File: src/rtl/acc_cfg.svh
`ifndef ACC_CFG_SVH
`define ACC_CFG_SVH

// opcodes of the two authenticated transactions
`define ACC_SECURE_COMMAND_OPCODE 8'h9B
`define ACC_SECURE_STATUS_READ_OPCODE 8'h96

// subcommand type codes
`define ACC_CT_KEY_REFRESH 8'h01
`define ACC_CT_INCREMENT 8'h02
`define ACC_CT_REQUEST 8'h03

// status byte values and bit positions
`define ACC_ST_POWER_ON 8'h00
`define ACC_ST_SUCCESS 8'h80
`define ACC_ST_BUSY 8'h01
`define ACC_BIT_BUSY 0
`define ACC_BIT_CTR_UNINIT 1
`define ACC_BIT_AUTH 2
`define ACC_BIT_PREV_UNINIT 3
`define ACC_BIT_CTR_MISMATCH 4

// frame lengths in bytes, opcode included
`define ACC_LEN_SHORT_BYTES 10'd40
`define ACC_LEN_REQUEST_BYTES 10'd48
`define ACC_MSG_SHORT_BYTES 10'd8
`define ACC_MSG_REQUEST_BYTES 10'd16

// link timing in bits
`define ACC_OPCODE_BITS 10'd8
`define ACC_DUMMY_BITS 10'd8
`define ACC_STATUS_BITS 10'd8

// hash message lengths in bits
`define ACC_HASH_SEED_BITS 8'd32
`define ACC_HASH_SHORT_BITS 8'd64
`define ACC_HASH_REQUEST_BITS 8'd128

`endif

File: src/rtl/acc_pkg.sv
package acc_pkg;
   // sequencing of one authenticated command after its frame ends
   typedef enum logic [2:0] {
      ACC_IDLE,
      ACC_EVAL,
      ACC_HASH_KEY,
      ACC_HASH_SIG
   } acc_state_t;
endpackage

File: src/rtl/acc_sync.sv
`timescale 1ns/1ns
`default_nettype none
module acc_sync #(
   parameter logic INIT = 1'b0
) (
   input wire logic mclk,
   input wire logic srst,
   input wire logic ce,
   input wire logic din,
   output logic dout
);
   logic s1_reg;
   logic s2_reg;
   logic s3_reg;

   // three stages; output moves only when stages two and three agree
   always_ff @(posedge mclk)
   begin
      if (srst)
      begin
         s1_reg <= INIT;
         s2_reg <= INIT;
         s3_reg <= INIT;
         dout <= INIT;
      end
      else if (ce)
      begin
         s1_reg <= din;
         s2_reg <= s1_reg;
         s3_reg <= s2_reg;
         if (s2_reg == s3_reg)
         begin
            dout <= s3_reg;
         end
      end
   end
endmodule
`default_nettype wire

File: src/rtl/acc_shift.sv
`timescale 1ns/1ns
`default_nettype none
module acc_shift (
   input wire logic mclk,
   input wire logic srst,
   input wire logic ce,
   input wire logic clear,
   input wire logic bit_stb,
   input wire logic bit_in,
   output logic [7:0] byte_val,
   output logic byte_stb
);
   logic [6:0] part_reg;
   logic [2:0] cnt_reg;

   // msb arrives first, so bits enter at the bottom and move up
   always_ff @(posedge mclk)
   begin
      if (srst)
      begin
         part_reg <= 7'h00;
         cnt_reg <= 3'h0;
         byte_val <= 8'h00;
         byte_stb <= 1'b0;
      end
      else if (ce)
      begin
         byte_stb <= 1'b0;
         if (clear)
         begin
            cnt_reg <= 3'h0;
         end
         else if (bit_stb)
         begin
            part_reg <= {part_reg[5:0], bit_in};
            cnt_reg <= cnt_reg + 3'h1;
            if (cnt_reg == 3'h7)
            begin
               byte_val <= {part_reg, bit_in};
               byte_stb <= 1'b1;
            end
         end
      end
   end
endmodule
`default_nettype wire

File: src/rtl/acc_top.sv
`timescale 1ns/1ns
`default_nettype none
`include "acc_cfg.svh"

module acc_top
   import acc_pkg::*;
#(
   parameter int NUM_SLOTS = 4
) (
   input wire logic mclk,
   input wire logic srst,
   input wire logic ce,
   input wire logic sclk,
   input wire logic cs_n,
   input wire logic si,
   output logic so,
   output logic so_oe,
   input wire logic [NUM_SLOTS-1:0] ctr_valid_strap,
   input wire logic [NUM_SLOTS*256-1:0] root_key_flat,
   output logic hash_start,
   output logic [255:0] hash_key,
   output logic [127:0] hash_msg,
   output logic [7:0] hash_msg_bits,
   input wire logic hash_done,
   input wire logic [255:0] hash_digest,
   output logic [7:0] authenticated_op_status,
   output logic busy,
   output logic [31:0] readout_counter
);
   import acc_pkg::*;

   localparam int SW = (NUM_SLOTS > 1) ? $clog2(NUM_SLOTS) : 1;

   // the status byte and slot field are bytes, so more than 256 slots are unusable
   // refused while elaborating, before any storage is sized from it
   if (NUM_SLOTS < 1 || NUM_SLOTS > 256)
   begin : g_bad_slots
      $error("acc_top: NUM_SLOTS must lie in 1..256");
   end

   ////////////////////////////////////////////////////////////////////////////////
   // link sampling

   logic sclk_f;
   logic cs_n_f;
   logic si_f;
   logic sclk_d_reg;
   logic cs_n_d_reg;
   logic rise;
   logic fall;
   logic frame_end;
   logic [7:0] byte_val;
   logic byte_stb;

   acc_sync #(.INIT(1'b0)) u_sync_sclk (
      .mclk(mclk), .srst(srst), .ce(ce), .din(sclk), .dout(sclk_f)
   );
   acc_sync #(.INIT(1'b1)) u_sync_cs (
      .mclk(mclk), .srst(srst), .ce(ce), .din(cs_n), .dout(cs_n_f)
   );
   acc_sync #(.INIT(1'b0)) u_sync_si (
      .mclk(mclk), .srst(srst), .ce(ce), .din(si), .dout(si_f)
   );

   // edge finding on the filtered levels
   always_ff @(posedge mclk)
   begin
      if (srst)
      begin
         sclk_d_reg <= 1'b0;
         cs_n_d_reg <= 1'b1;
      end
      else if (ce)
      begin
         sclk_d_reg <= sclk_f;
         cs_n_d_reg <= cs_n_f;
      end
   end

   assign rise = sclk_f & ~sclk_d_reg & ~cs_n_f;
   assign fall = ~sclk_f & sclk_d_reg & ~cs_n_f;
   assign frame_end = cs_n_f & ~cs_n_d_reg;

   acc_shift u_shift (
      .mclk(mclk),
      .srst(srst),
      .ce(ce),
      .clear(cs_n_f),
      .bit_stb(rise),
      .bit_in(si_f),
      .byte_val(byte_val),
      .byte_stb(byte_stb)
   );

   ////////////////////////////////////////////////////////////////////////////////
   // frame capture

   acc_state_t state_reg;
   logic [9:0] bit_cnt_reg;
   logic [9:0] byte_cnt_reg;
   logic sec_frame_reg;
   logic rd_frame_reg;
   logic [7:0] ctype_reg;
   logic [7:0] slot_reg;
   logic [127:0] msg_reg;
   logic [255:0] sig_reg;
   logic [9:0] frame_bits_reg;
   logic [9:0] msg_bytes;

   // type byte decides how many bytes belong to the message
   assign msg_bytes = (ctype_reg == `ACC_CT_REQUEST) ? `ACC_MSG_REQUEST_BYTES
                                                    : `ACC_MSG_SHORT_BYTES;

   // bit and byte counts saturate so long frames cannot wrap into a valid size
   always_ff @(posedge mclk)
   begin
      if (srst)
      begin
         bit_cnt_reg <= 10'd0;
         byte_cnt_reg <= 10'd0;
      end
      else if (ce)
      begin
         if (cs_n_f)
         begin
            bit_cnt_reg <= 10'd0;
            byte_cnt_reg <= 10'd0;
         end
         else
         begin
            if (rise && bit_cnt_reg != 10'h3FF)
            begin
               bit_cnt_reg <= bit_cnt_reg + 10'd1;
            end
            if (byte_stb && byte_cnt_reg != 10'h3FF)
            begin
               byte_cnt_reg <= byte_cnt_reg + 10'd1;
            end
         end
      end
   end

   // opcode decode; a command frame while busy is not taken
   always_ff @(posedge mclk)
   begin
      if (srst)
      begin
         sec_frame_reg <= 1'b0;
         rd_frame_reg <= 1'b0;
         frame_bits_reg <= 10'd0;
      end
      else if (ce)
      begin
         if (frame_end)
         begin
            sec_frame_reg <= 1'b0;
            rd_frame_reg <= 1'b0;
            frame_bits_reg <= bit_cnt_reg;
         end
         else if (byte_stb && byte_cnt_reg == 10'd0)
         begin
            sec_frame_reg <= (byte_val == `ACC_SECURE_COMMAND_OPCODE) &&
                             (state_reg == ACC_IDLE);
            rd_frame_reg <= (byte_val == `ACC_SECURE_STATUS_READ_OPCODE);
         end
      end
   end

   // message bytes, then signature bytes, both msb first
   always_ff @(posedge mclk)
   begin
      if (srst)
      begin
         ctype_reg <= 8'h00;
         slot_reg <= 8'h00;
         msg_reg <= 128'h0;
         sig_reg <= 256'h0;
      end
      else if (ce && byte_stb && state_reg == ACC_IDLE)
      begin
         if (byte_cnt_reg == 10'd0)
         begin
            ctype_reg <= 8'h00;
         end
         if (byte_cnt_reg == 10'd1)
         begin
            ctype_reg <= byte_val;
         end
         if (byte_cnt_reg == 10'd2)
         begin
            slot_reg <= byte_val;
         end
         if (byte_cnt_reg < msg_bytes)
         begin
            msg_reg <= {msg_reg[119:0], byte_val};
         end
         else
         begin
            sig_reg <= {sig_reg[247:0], byte_val};
         end
      end
   end

   ////////////////////////////////////////////////////////////////////////////////
   // slot storage

   logic [255:0] session_key_store [NUM_SLOTS];
   logic [NUM_SLOTS-1:0] key_valid_reg;
   logic [31:0] counter_reg [NUM_SLOTS];
   logic [NUM_SLOTS-1:0] ctr_valid_reg;
   logic strap_pend_reg;
   logic [255:0] derived_key_scratch;
   logic [SW-1:0] sidx;
   logic slot_ok;
   logic fin;
   logic fin_ok;
   logic [7:0] fin_code;

   assign sidx = slot_reg[SW-1:0];
   assign slot_ok = ({24'h0, slot_reg} < NUM_SLOTS);

   // keys live in flip-flops and reset clears them
   always_ff @(posedge mclk)
   begin
      if (srst)
      begin
         key_valid_reg <= '0;
         for (int i = 0; i < NUM_SLOTS; i++)
         begin
            session_key_store[i] <= 256'h0;
         end
      end
      else if (ce && fin && fin_ok && ctype_reg == `ACC_CT_KEY_REFRESH)
      begin
         session_key_store[sidx] <= derived_key_scratch;
         key_valid_reg[sidx] <= 1'b1;
      end
   end

   // counter validity straps are caught on the first enabled cycle after reset
   always_ff @(posedge mclk)
   begin
      if (srst)
      begin
         strap_pend_reg <= 1'b1;
         ctr_valid_reg <= '0;
      end
      else if (ce && strap_pend_reg)
      begin
         strap_pend_reg <= 1'b0;
         ctr_valid_reg <= ctr_valid_strap;
      end
   end

   always_ff @(posedge mclk)
   begin
      if (srst)
      begin
         for (int i = 0; i < NUM_SLOTS; i++)
         begin
            counter_reg[i] <= 32'h0;
         end
      end
      else if (ce && fin && fin_ok && ctype_reg == `ACC_CT_INCREMENT)
      begin
         counter_reg[sidx] <= counter_reg[sidx] + 32'h1;
      end
   end

   // request copies the counter for the later readout
   always_ff @(posedge mclk)
   begin
      if (srst)
      begin
         readout_counter <= 32'h0;
      end
      else if (ce && fin && fin_ok && ctype_reg == `ACC_CT_REQUEST)
      begin
         readout_counter <= counter_reg[sidx];
      end
   end

   ////////////////////////////////////////////////////////////////////////////////
   // command sequencing

   logic size_ok;
   logic [9:0] want_bytes;

   assign want_bytes = (ctype_reg == `ACC_CT_REQUEST) ? `ACC_LEN_REQUEST_BYTES
                                                     : `ACC_LEN_SHORT_BYTES;
   assign size_ok = (frame_bits_reg == {want_bytes[6:0], 3'b000});

   // outcome of the current step; errors never reach storage
   always_comb
   begin
      fin = 1'b0;
      fin_ok = 1'b0;
      fin_code = `ACC_ST_SUCCESS;
      if (state_reg == ACC_EVAL)
      begin
         fin_code = `ACC_ST_POWER_ON;
         if (!size_ok || ctype_reg < `ACC_CT_KEY_REFRESH ||
             ctype_reg > `ACC_CT_REQUEST || !slot_ok)
         begin
            fin = 1'b1;
            fin_code[`ACC_BIT_AUTH] = 1'b1;
         end
         else if (ctype_reg == `ACC_CT_KEY_REFRESH && !ctr_valid_reg[sidx])
         begin
            fin = 1'b1;
            fin_code[`ACC_BIT_CTR_UNINIT] = 1'b1;
         end
         else if (ctype_reg != `ACC_CT_KEY_REFRESH &&
                  (!key_valid_reg[sidx] || !ctr_valid_reg[sidx]))
         begin
            fin = 1'b1;
            fin_code[`ACC_BIT_PREV_UNINIT] = 1'b1;
         end
      end
      else if (state_reg == ACC_HASH_SIG && hash_done)
      begin
         fin = 1'b1;
         fin_code = `ACC_ST_POWER_ON;
         if (hash_digest != sig_reg)
         begin
            fin_code[`ACC_BIT_AUTH] = 1'b1;
         end
         if (ctype_reg == `ACC_CT_INCREMENT && msg_reg[31:0] != counter_reg[sidx])
         begin
            fin_code[`ACC_BIT_CTR_MISMATCH] = 1'b1;
         end
         if (fin_code == `ACC_ST_POWER_ON)
         begin
            fin_ok = 1'b1;
            fin_code = `ACC_ST_SUCCESS;
         end
      end
   end

   // hash requests go to the shared core; one outstanding at a time
   always_ff @(posedge mclk)
   begin
      if (srst)
      begin
         state_reg <= ACC_IDLE;
         hash_start <= 1'b0;
         hash_key <= 256'h0;
         hash_msg <= 128'h0;
         hash_msg_bits <= 8'h00;
         derived_key_scratch <= 256'h0;
      end
      else if (ce)
      begin
         hash_start <= 1'b0;
         case (state_reg)
            ACC_IDLE:
            begin
               if (frame_end && sec_frame_reg)
               begin
                  state_reg <= ACC_EVAL;
               end
            end
            ACC_EVAL:
            begin
               if (fin)
               begin
                  state_reg <= ACC_IDLE;
               end
               else if (ctype_reg == `ACC_CT_KEY_REFRESH)
               begin
                  // seed keyed with the slot root secret
                  hash_start <= 1'b1;
                  hash_key <= root_key_flat[sidx*256 +: 256];
                  hash_msg <= {96'h0, msg_reg[31:0]};
                  hash_msg_bits <= `ACC_HASH_SEED_BITS;
                  state_reg <= ACC_HASH_KEY;
               end
               else
               begin
                  // signature keyed with the session key
                  hash_start <= 1'b1;
                  hash_key <= session_key_store[sidx];
                  hash_msg <= (ctype_reg == `ACC_CT_REQUEST) ? msg_reg
                                                             : {64'h0, msg_reg[63:0]};
                  hash_msg_bits <= (ctype_reg == `ACC_CT_REQUEST) ?
                                   `ACC_HASH_REQUEST_BITS : `ACC_HASH_SHORT_BITS;
                  state_reg <= ACC_HASH_SIG;
               end
            end
            ACC_HASH_KEY:
            begin
               if (hash_done)
               begin
                  // derived key signs the 64-bit message
                  derived_key_scratch <= hash_digest;
                  hash_start <= 1'b1;
                  hash_key <= hash_digest;
                  hash_msg <= {64'h0, msg_reg[63:0]};
                  hash_msg_bits <= `ACC_HASH_SHORT_BITS;
                  state_reg <= ACC_HASH_SIG;
               end
            end
            ACC_HASH_SIG:
            begin
               if (hash_done)
               begin
                  state_reg <= ACC_IDLE;
               end
            end
            default:
            begin
               state_reg <= ACC_IDLE;
            end
         endcase
      end
   end

   ////////////////////////////////////////////////////////////////////////////////
   // status byte and readout

   // nothing changes before the opcode byte is complete
   always_ff @(posedge mclk)
   begin
      if (srst)
      begin
         authenticated_op_status <= `ACC_ST_POWER_ON;
      end
      else if (ce)
      begin
         if (fin)
         begin
            authenticated_op_status <= fin_code;
         end
         else if (byte_stb && byte_cnt_reg == 10'd0 && state_reg == ACC_IDLE &&
                  byte_val == `ACC_SECURE_COMMAND_OPCODE)
         begin
            authenticated_op_status <= `ACC_ST_BUSY;
         end
      end
   end

   assign busy = authenticated_op_status[`ACC_BIT_BUSY];

   // status leaves on falling edges after opcode and dummy bits
   // the counter payload after the status byte is not served here; zeros go out
   always_ff @(posedge mclk)
   begin
      if (srst)
      begin
         so <= 1'b0;
         so_oe <= 1'b0;
      end
      else if (ce)
      begin
         if (cs_n_f || !rd_frame_reg)
         begin
            so <= 1'b0;
            so_oe <= 1'b0;
         end
         else if (fall && bit_cnt_reg >= `ACC_OPCODE_BITS + `ACC_DUMMY_BITS)
         begin
            so_oe <= 1'b1;
            if (bit_cnt_reg < `ACC_OPCODE_BITS + `ACC_DUMMY_BITS + `ACC_STATUS_BITS)
            begin
               so <= authenticated_op_status[3'(10'd23 - bit_cnt_reg)];
            end
            else
            begin
               so <= 1'b0;
            end
         end
      end
   end
endmodule
`default_nettype wire

File: config.mk
export PLATFORM = sky130hd
export DESIGN_NAME = acc_top
export DESIGN_NICKNAME = d
export VERILOG_FILES = /design/src/rtl/acc_pkg.sv /design/src/rtl/acc_sync.sv /design/src/rtl/acc_shift.sv /design/src/rtl/acc_top.sv
export VERILOG_INCLUDE_DIRS = /design/src /design/src/rtl
export SDC_FILE = /design/constraint.sdc
export NUM_CORES = 2
export LEC_CHECK = 0
export ABC_AREA = 1
export BUFFER_PORTS_ARGS = -buffer_cell sky130_fd_sc_hd__clkbuf_2
export CORE_MARGIN = 3
export CORE_UTILIZATION = 25
export CTS_BUF_LIST = sky130_fd_sc_hd__clkbuf_8 sky130_fd_sc_hd__clkbuf_16
export DETAILED_ROUTE_END_ITERATION = 6
export PLACE_DENSITY_LB_ADDON = 0.12
export SYNTH_ARGS = -nofsm -noshare
export SYNTH_HDL_FRONTEND = slang
export SYNTH_HIERARCHICAL = 1
export SYNTH_SLANG_ARGS = --single-unit
File: constraint.sdc
create_clock -name mclk -period 24 [get_ports mclk]
set_input_delay 3.6 -clock mclk [delete_from_list [all_inputs] [get_ports mclk]]
set_output_delay 3.6 -clock mclk [all_outputs]
set_load 0.01 [all_outputs]
Word level (Yosys, flattened, before mapping)
Memory sizes are Yosys's and may differ from the RTL's. A register that Yosys moved wholly into a read port is not among the register bits. Index checks and enable logic that the tools add are counted.

Add/sub/neg operators: 5. $mul: 0. Divide/modulo/power cells: 0. Magnitude comparators: 9. Equal/unequal tests: 24. Shift operators: 1. Muxes and demuxes: 95. Bitwise operators: 11. Reduce and logical (&&, ||, !) cells: 63.

Operators with widths (count): $mux 256 (4); $shiftx 1024x11->256 (1); $mux 128 (4); $pmux 256 s2 (1); $ne 256x256->1 (1); $pmux 128 s2 (1); $reduce_or 256->1 (1); $mux 8 (11); $mux 1 (48); $mux 10 (4); $add 32x1->32 const B (1); $mux 32 (1); $ne 32x32->1 (1); $reduce_or 32->1 (1); $reduce_and 2->1 (14); $logic_and 1x1->1 (21); $add 10x1->10 const B (2); $ne 10x10->1 const B (2); $eq 8x2->1 const B (2); $eq 8x8->1 const B (2); $pmux 8 s2 (1); $reduce_bool 2->1 (8); $mux 3 (5); $mux 2 (7); other kinds (37) (64).

Register bits after elaboration: 1168. Bits in latches: 0. Bits in writable memories: 1152. ROM bits: 0. Input port bits: 1291. Output and inout port bits: 436. Word-level logic and storage cells: 250. Memories: 2.

Memories: session_key_store (depth 4, width 256, rd ports 1, clocked after memory_dff 1, wr ports 4, line acc_top.sv:207) `logic [255:0] session_key_store [NUM_SLOTS];`; counter_reg (depth 4, width 32, rd ports 1, clocked after memory_dff 1, wr ports 4, line acc_top.sv:209) `logic [31:0] counter_reg [NUM_SLOTS];`.

Logic depth before layout (Yosys ltp)
Word-level depth: 17. Mapped depth: 20. Gate-level depth less buffers: 17.

Cells and area by module
Netlist, hierarchy kept.

Modules (own cells, without submodules): acc_top (instances 1, cells an instance 12434, area an instance 106952.6 µm², sequential area each 57234.9 µm²); acc_shift (instances 1, cells an instance 101, area an instance 785.8 µm², sequential area each 380.4 µm²); acc_sync (u_sync_sclk ...) (instances 2, cells an instance 20, area an instance 147.6 µm², sequential area each 80.1 µm²); acc_sync (u_sync_cs) (instances 1, cells an instance 21, area an instance 151.4 µm², sequential area each 80.1 µm²).

Least setup slack after synthesis
Ideal clock, no wire load.

Path type: input-to-reg. Start: in hash_digest[2]. End: mem session_key_store[2][0], enable pin. Library setup time: 0.628 ns. Data arrival time: 10.456 ns. Required time: 23.372 ns. Path slack: 12.916 ns. Stages on the path: 16. Path buffers: 0. Cell sequence: inv_1 -> nand2_1 -> nand2_1 -> nor2_1 -> nand2_1 -> nor2_1 -> nand2_1 -> nor2_1 -> nand2_1 -> nor2_1 -> nand2_1 -> nor2_1 -> nand2_1 -> nor2_1 -> nand2_1 -> nand2_1.

RTL lines: start, declared (line acc_top.sv:25) `input wire logic [255:0] hash_digest,`; end, declared (line acc_top.sv:207).

==> out/qor.yml <==
cts:
  clk_latency_ns: 0.94
  clock_sinks: 2314
  postCtsResizedCells: 0
  cts_hold_buffers: 0
  cts_made_buffers: 293
  clk_pin_slew_worst_paths_ns: 0.06
  cts_tree: "built"
  cts_buffer_depth: 4
  post-cts-setup-buffer-count: 0
  h-tree-depth: 5
  cts_root_buf: "clkbuf_16"
worst_setup_path:
  r2r_slack_ns: 16.20
  critical_path_class: "input pin to flop"
  end_kind: "flop"
  path_cells: "clkbuf_2 > xor2_1 > nor2_1 > nand2_1 > nor2_1 > nand2_1 > nor2_1 > nand2_1 > nor2_1 > nand2_1 > nor2_1 > nand4_1 > nand2_4 > buf_4 > buf_4 > buf_4"
  crit_fanout: 52
  slowest_stage: "buf_4"
  r2r_cells: 19
  cp.arrival_ns: 10.38
  slowest_delay_ns: 0.83
  required_ns: 24.51
  reg2reg_to: "session_key_store[2][144]$_SDFFCE_PN0P_"
  crit_top_cell: "nor2_1"
  critPathLaunchType: "input pin"
timing:
  whs_ns: 0.435
  max-slew-margin-rel_pct: 2.57
  skew_ns: 0.0580
  rsz0062_at_grt: "false"
  final.setup.tns_ns: 0
  fmax_mhz: 101
  finalCritPeriodShare_pct: 41.1
  hold_viol: 0
  period_minus_slack_ns: 9.87
  setup_slack_ns: 14.13
  maxSlewViolCount: 0
  tightest_slew_ns: 1.46
  setup_viol: 0
power_and_ir_drop:
  seq_power_share_pct: 46.3
  p_leak_nw: 49.3
  comb_power_share_pct: 5.8
  p_clk_share_pct: 47.9
  p_int_mw: 6.94
  switching_share_pct: 24.7
  p_sw_mw: 2.28
  max-vdd-ir-drop_mv: 0.0549
  powerDensity_nw_per_um2: 70.2
synth:
  async_reset_ff_share_pct: 0
  synth.most_common_cell: "nand2_1"
  synthTopCellsByCount: "2140 x nand2_1, 1666 x nor2_1, 1537 x o21ai_0"
  synth_top_area_share_pct: 32.0
  synth_warnings: 6
  ys_ff_latch: 2314
  synth_top_area_cell: "edfxtp_1"
  seq_area_frac_synth_pct: 53.5
  syn_area_um2: 108000
  yosysUniqueCellTypes: 49
  avgSynthCellArea_um2: 8.59
  synth_cells: 12600
  synth_flop_cell: "dfxtp_1"
  synth_edf_count: 1152
  synth_area_leaders: "edfxtp_1 32%, dfxtp_1 22%, nand2_1 7.4%"
layout:
  syn2layout_area_growth_pct: 21.5
  final_core_util_pct: 30.6
  regMostFlops: "session_key_store"
  fin_cells: 19900
  largest_reg_flops: 1024
  fin_nets: 15100
  n_fill_cell: 46300
  drive_gt1_share_pct: 20.2
hold_path:
  hold_path.class: "flop to flop"
  holdPathEnd: "hash_msg[87]$_SDFFE_PP0P_"
  hp-start: "msg_reg[87]$_SDFFE_PP0P_"
  whs_path_depth: 2
drt:
  post_drt_wl_per_cell_um: 31.9
  drtAntennaViolNets: 0
  firstDrtPassIters: 6
  drt_iter0_drc: 9847
  drc: 0
  routed_wl_um: 637000
  vias: 99600
  drt-vias-per-instance: 4.99
place:
  dpl.cell_count: 19200
  hpwl_um: 470000
  io_buffers: 1719
  place_congestion: 0.989
  dpl_worst_slack_ns: 12.92
global_routing:
  grt_pass1_wl_um: 849000
  grt_pass1_vias: 94000
  grt_max_degree: 169
  grt_remaining_overflow: 0
  antenna_found_initial: 267
  grt_util_all_layers_pct: 27.7
floorplanning:
  die_width_um: 664
  die_h_um: 664
  start_util_pct: 25.2
  rows: 240
  core_um2: 429000
  ioPinCount: 1727
  dieArea_um2: 441000
run_status:
  status: "completed"
flow_run:
  maxCapViolCount: 0
[area by class of cell]
type | count | area [um2] | share of cell area, %
flip-flops and latches | 2314 | 57900 | 44.0
clock buffers | 345 | 8140 | 6.19
diodes | 213 | 533 | 0.406
well taps | 5687 | 7120 | 5.41
repair buffers | 1915 | 10200 | 7.80
multi-input cells | 8458 | 43000 | 32.7
clock inverters | 187 | 1340 | 1.02
inverters | 827 | 3200 | 2.43
[worst max-delay path, delay by kind of cell]
kind | cells | cell delay, ns
xor+xnor | 1 | 0.17
buf+inv | 4 | 2.36
simple gates | 11 | 3.97
[routing by layer]
metal  track usage (%)  up-vias  share of wire (%)
li1                  -    45900                  -
met1              35.9    49400                 42
met2              45.2     3373                 47
met3              4.76      866                6.0
met4              12.3       58                4.7
met5                 0        -              0.056
[power groups by stage]
stage,sequential (mW),clock [mW],combinational (mW)
after floorplan,4.37,0,0.196
after global placement,4.35,0,0.534
after detailed placement,4.36,0,0.533
after CTS,4.27,4.54,0.535
after global routing,4.28,4.68,0.569
final,4.27,4.42,0.531
[cell usage in the layout, fill, tap and decap left out, types with 11 or more instances in the layout]
| cell type | instances |
|---|---|
| a31oi_1 | 93 |
| clkinv_2 | 33 |
| clkbuf_2 | 1718 |
| nor3_2 | 441 |
| clkbuf_8 | 44 |
| ha_1 | 13 |
| a21oi_1 | 841 |
| dfxtp_1 | 1160 |
| edfxtp_1 | 1152 |
| mux2i_1 | 68 |
| nor3_1 | 454 |
| a221oi_1 | 161 |
| a211oi_1 | 268 |
| nand2_1 | 2132 |
| buf_4 | 183 |
| nand3_1 | 185 |
| a22oi_1 | 93 |
| nor2_1 | 1664 |
| nand4_1 | 18 |
| clkbuf_16 | 301 |
| clkinv_1 | 23 |
| buf_12 | 13 |
| o21ai_0 | 1533 |
| bufinv_16 | 11 |
| diode_2 | 213 |
| o22ai_1 | 249 |
| inv_2 | 14 |
| inv_1 | 895 |
| xor2_1 | 135 |
| o21ai_1 | 35 |
[kinds of logic after synthesis]
logic type                 count (synthesis)  share of synthesized area [%]
muxes                                     68                          0.629
other                                      1                        0.00347
and+or+nand+nor                         4933                           20.6
DFF                                     2314                           53.5
buffers and inverters                   1830                           6.94
adders and majority gates                 14                          0.162
xor gates and xnor gates                 135                           1.09
AOI/OAI and AO/OA                       3301                           17.1
[how the worst max path moves through the flow]
stage                startpoint                                       to  slack [ns]  cells after the start
4_1_cts        hash_digest[190]  session_key_store[0][146]$_SDFFCE_PN0P_       13.93                     16
3_5_place_dp   hash_digest[190]  session_key_store[0][145]$_SDFFCE_PN0P_       12.92                     16
5_1_grt        hash_digest[190]  session_key_store[0][148]$_SDFFCE_PN0P_       13.80                     16
3_3_place_gp   hash_digest[190]  session_key_store[0][145]$_SDFFCE_PN0P_       12.98                     16
2_1_floorplan    hash_digest[2]    session_key_store[2][0]$_SDFFCE_PN0P_       12.92                     16
6_report       hash_digest[191]  session_key_store[0][148]$_SDFFCE_PN0P_       14.13                     16
[stage by stage]
step	total power, mW	area (um2)
floorplan	4.57	108000
global placement	4.89	121000
detailed placement	4.89	121000
CTS	9.34	131000
global route	9.52	131000
finish	9.23	131000
No activity file was read; power rests on OpenSTA's default activity.
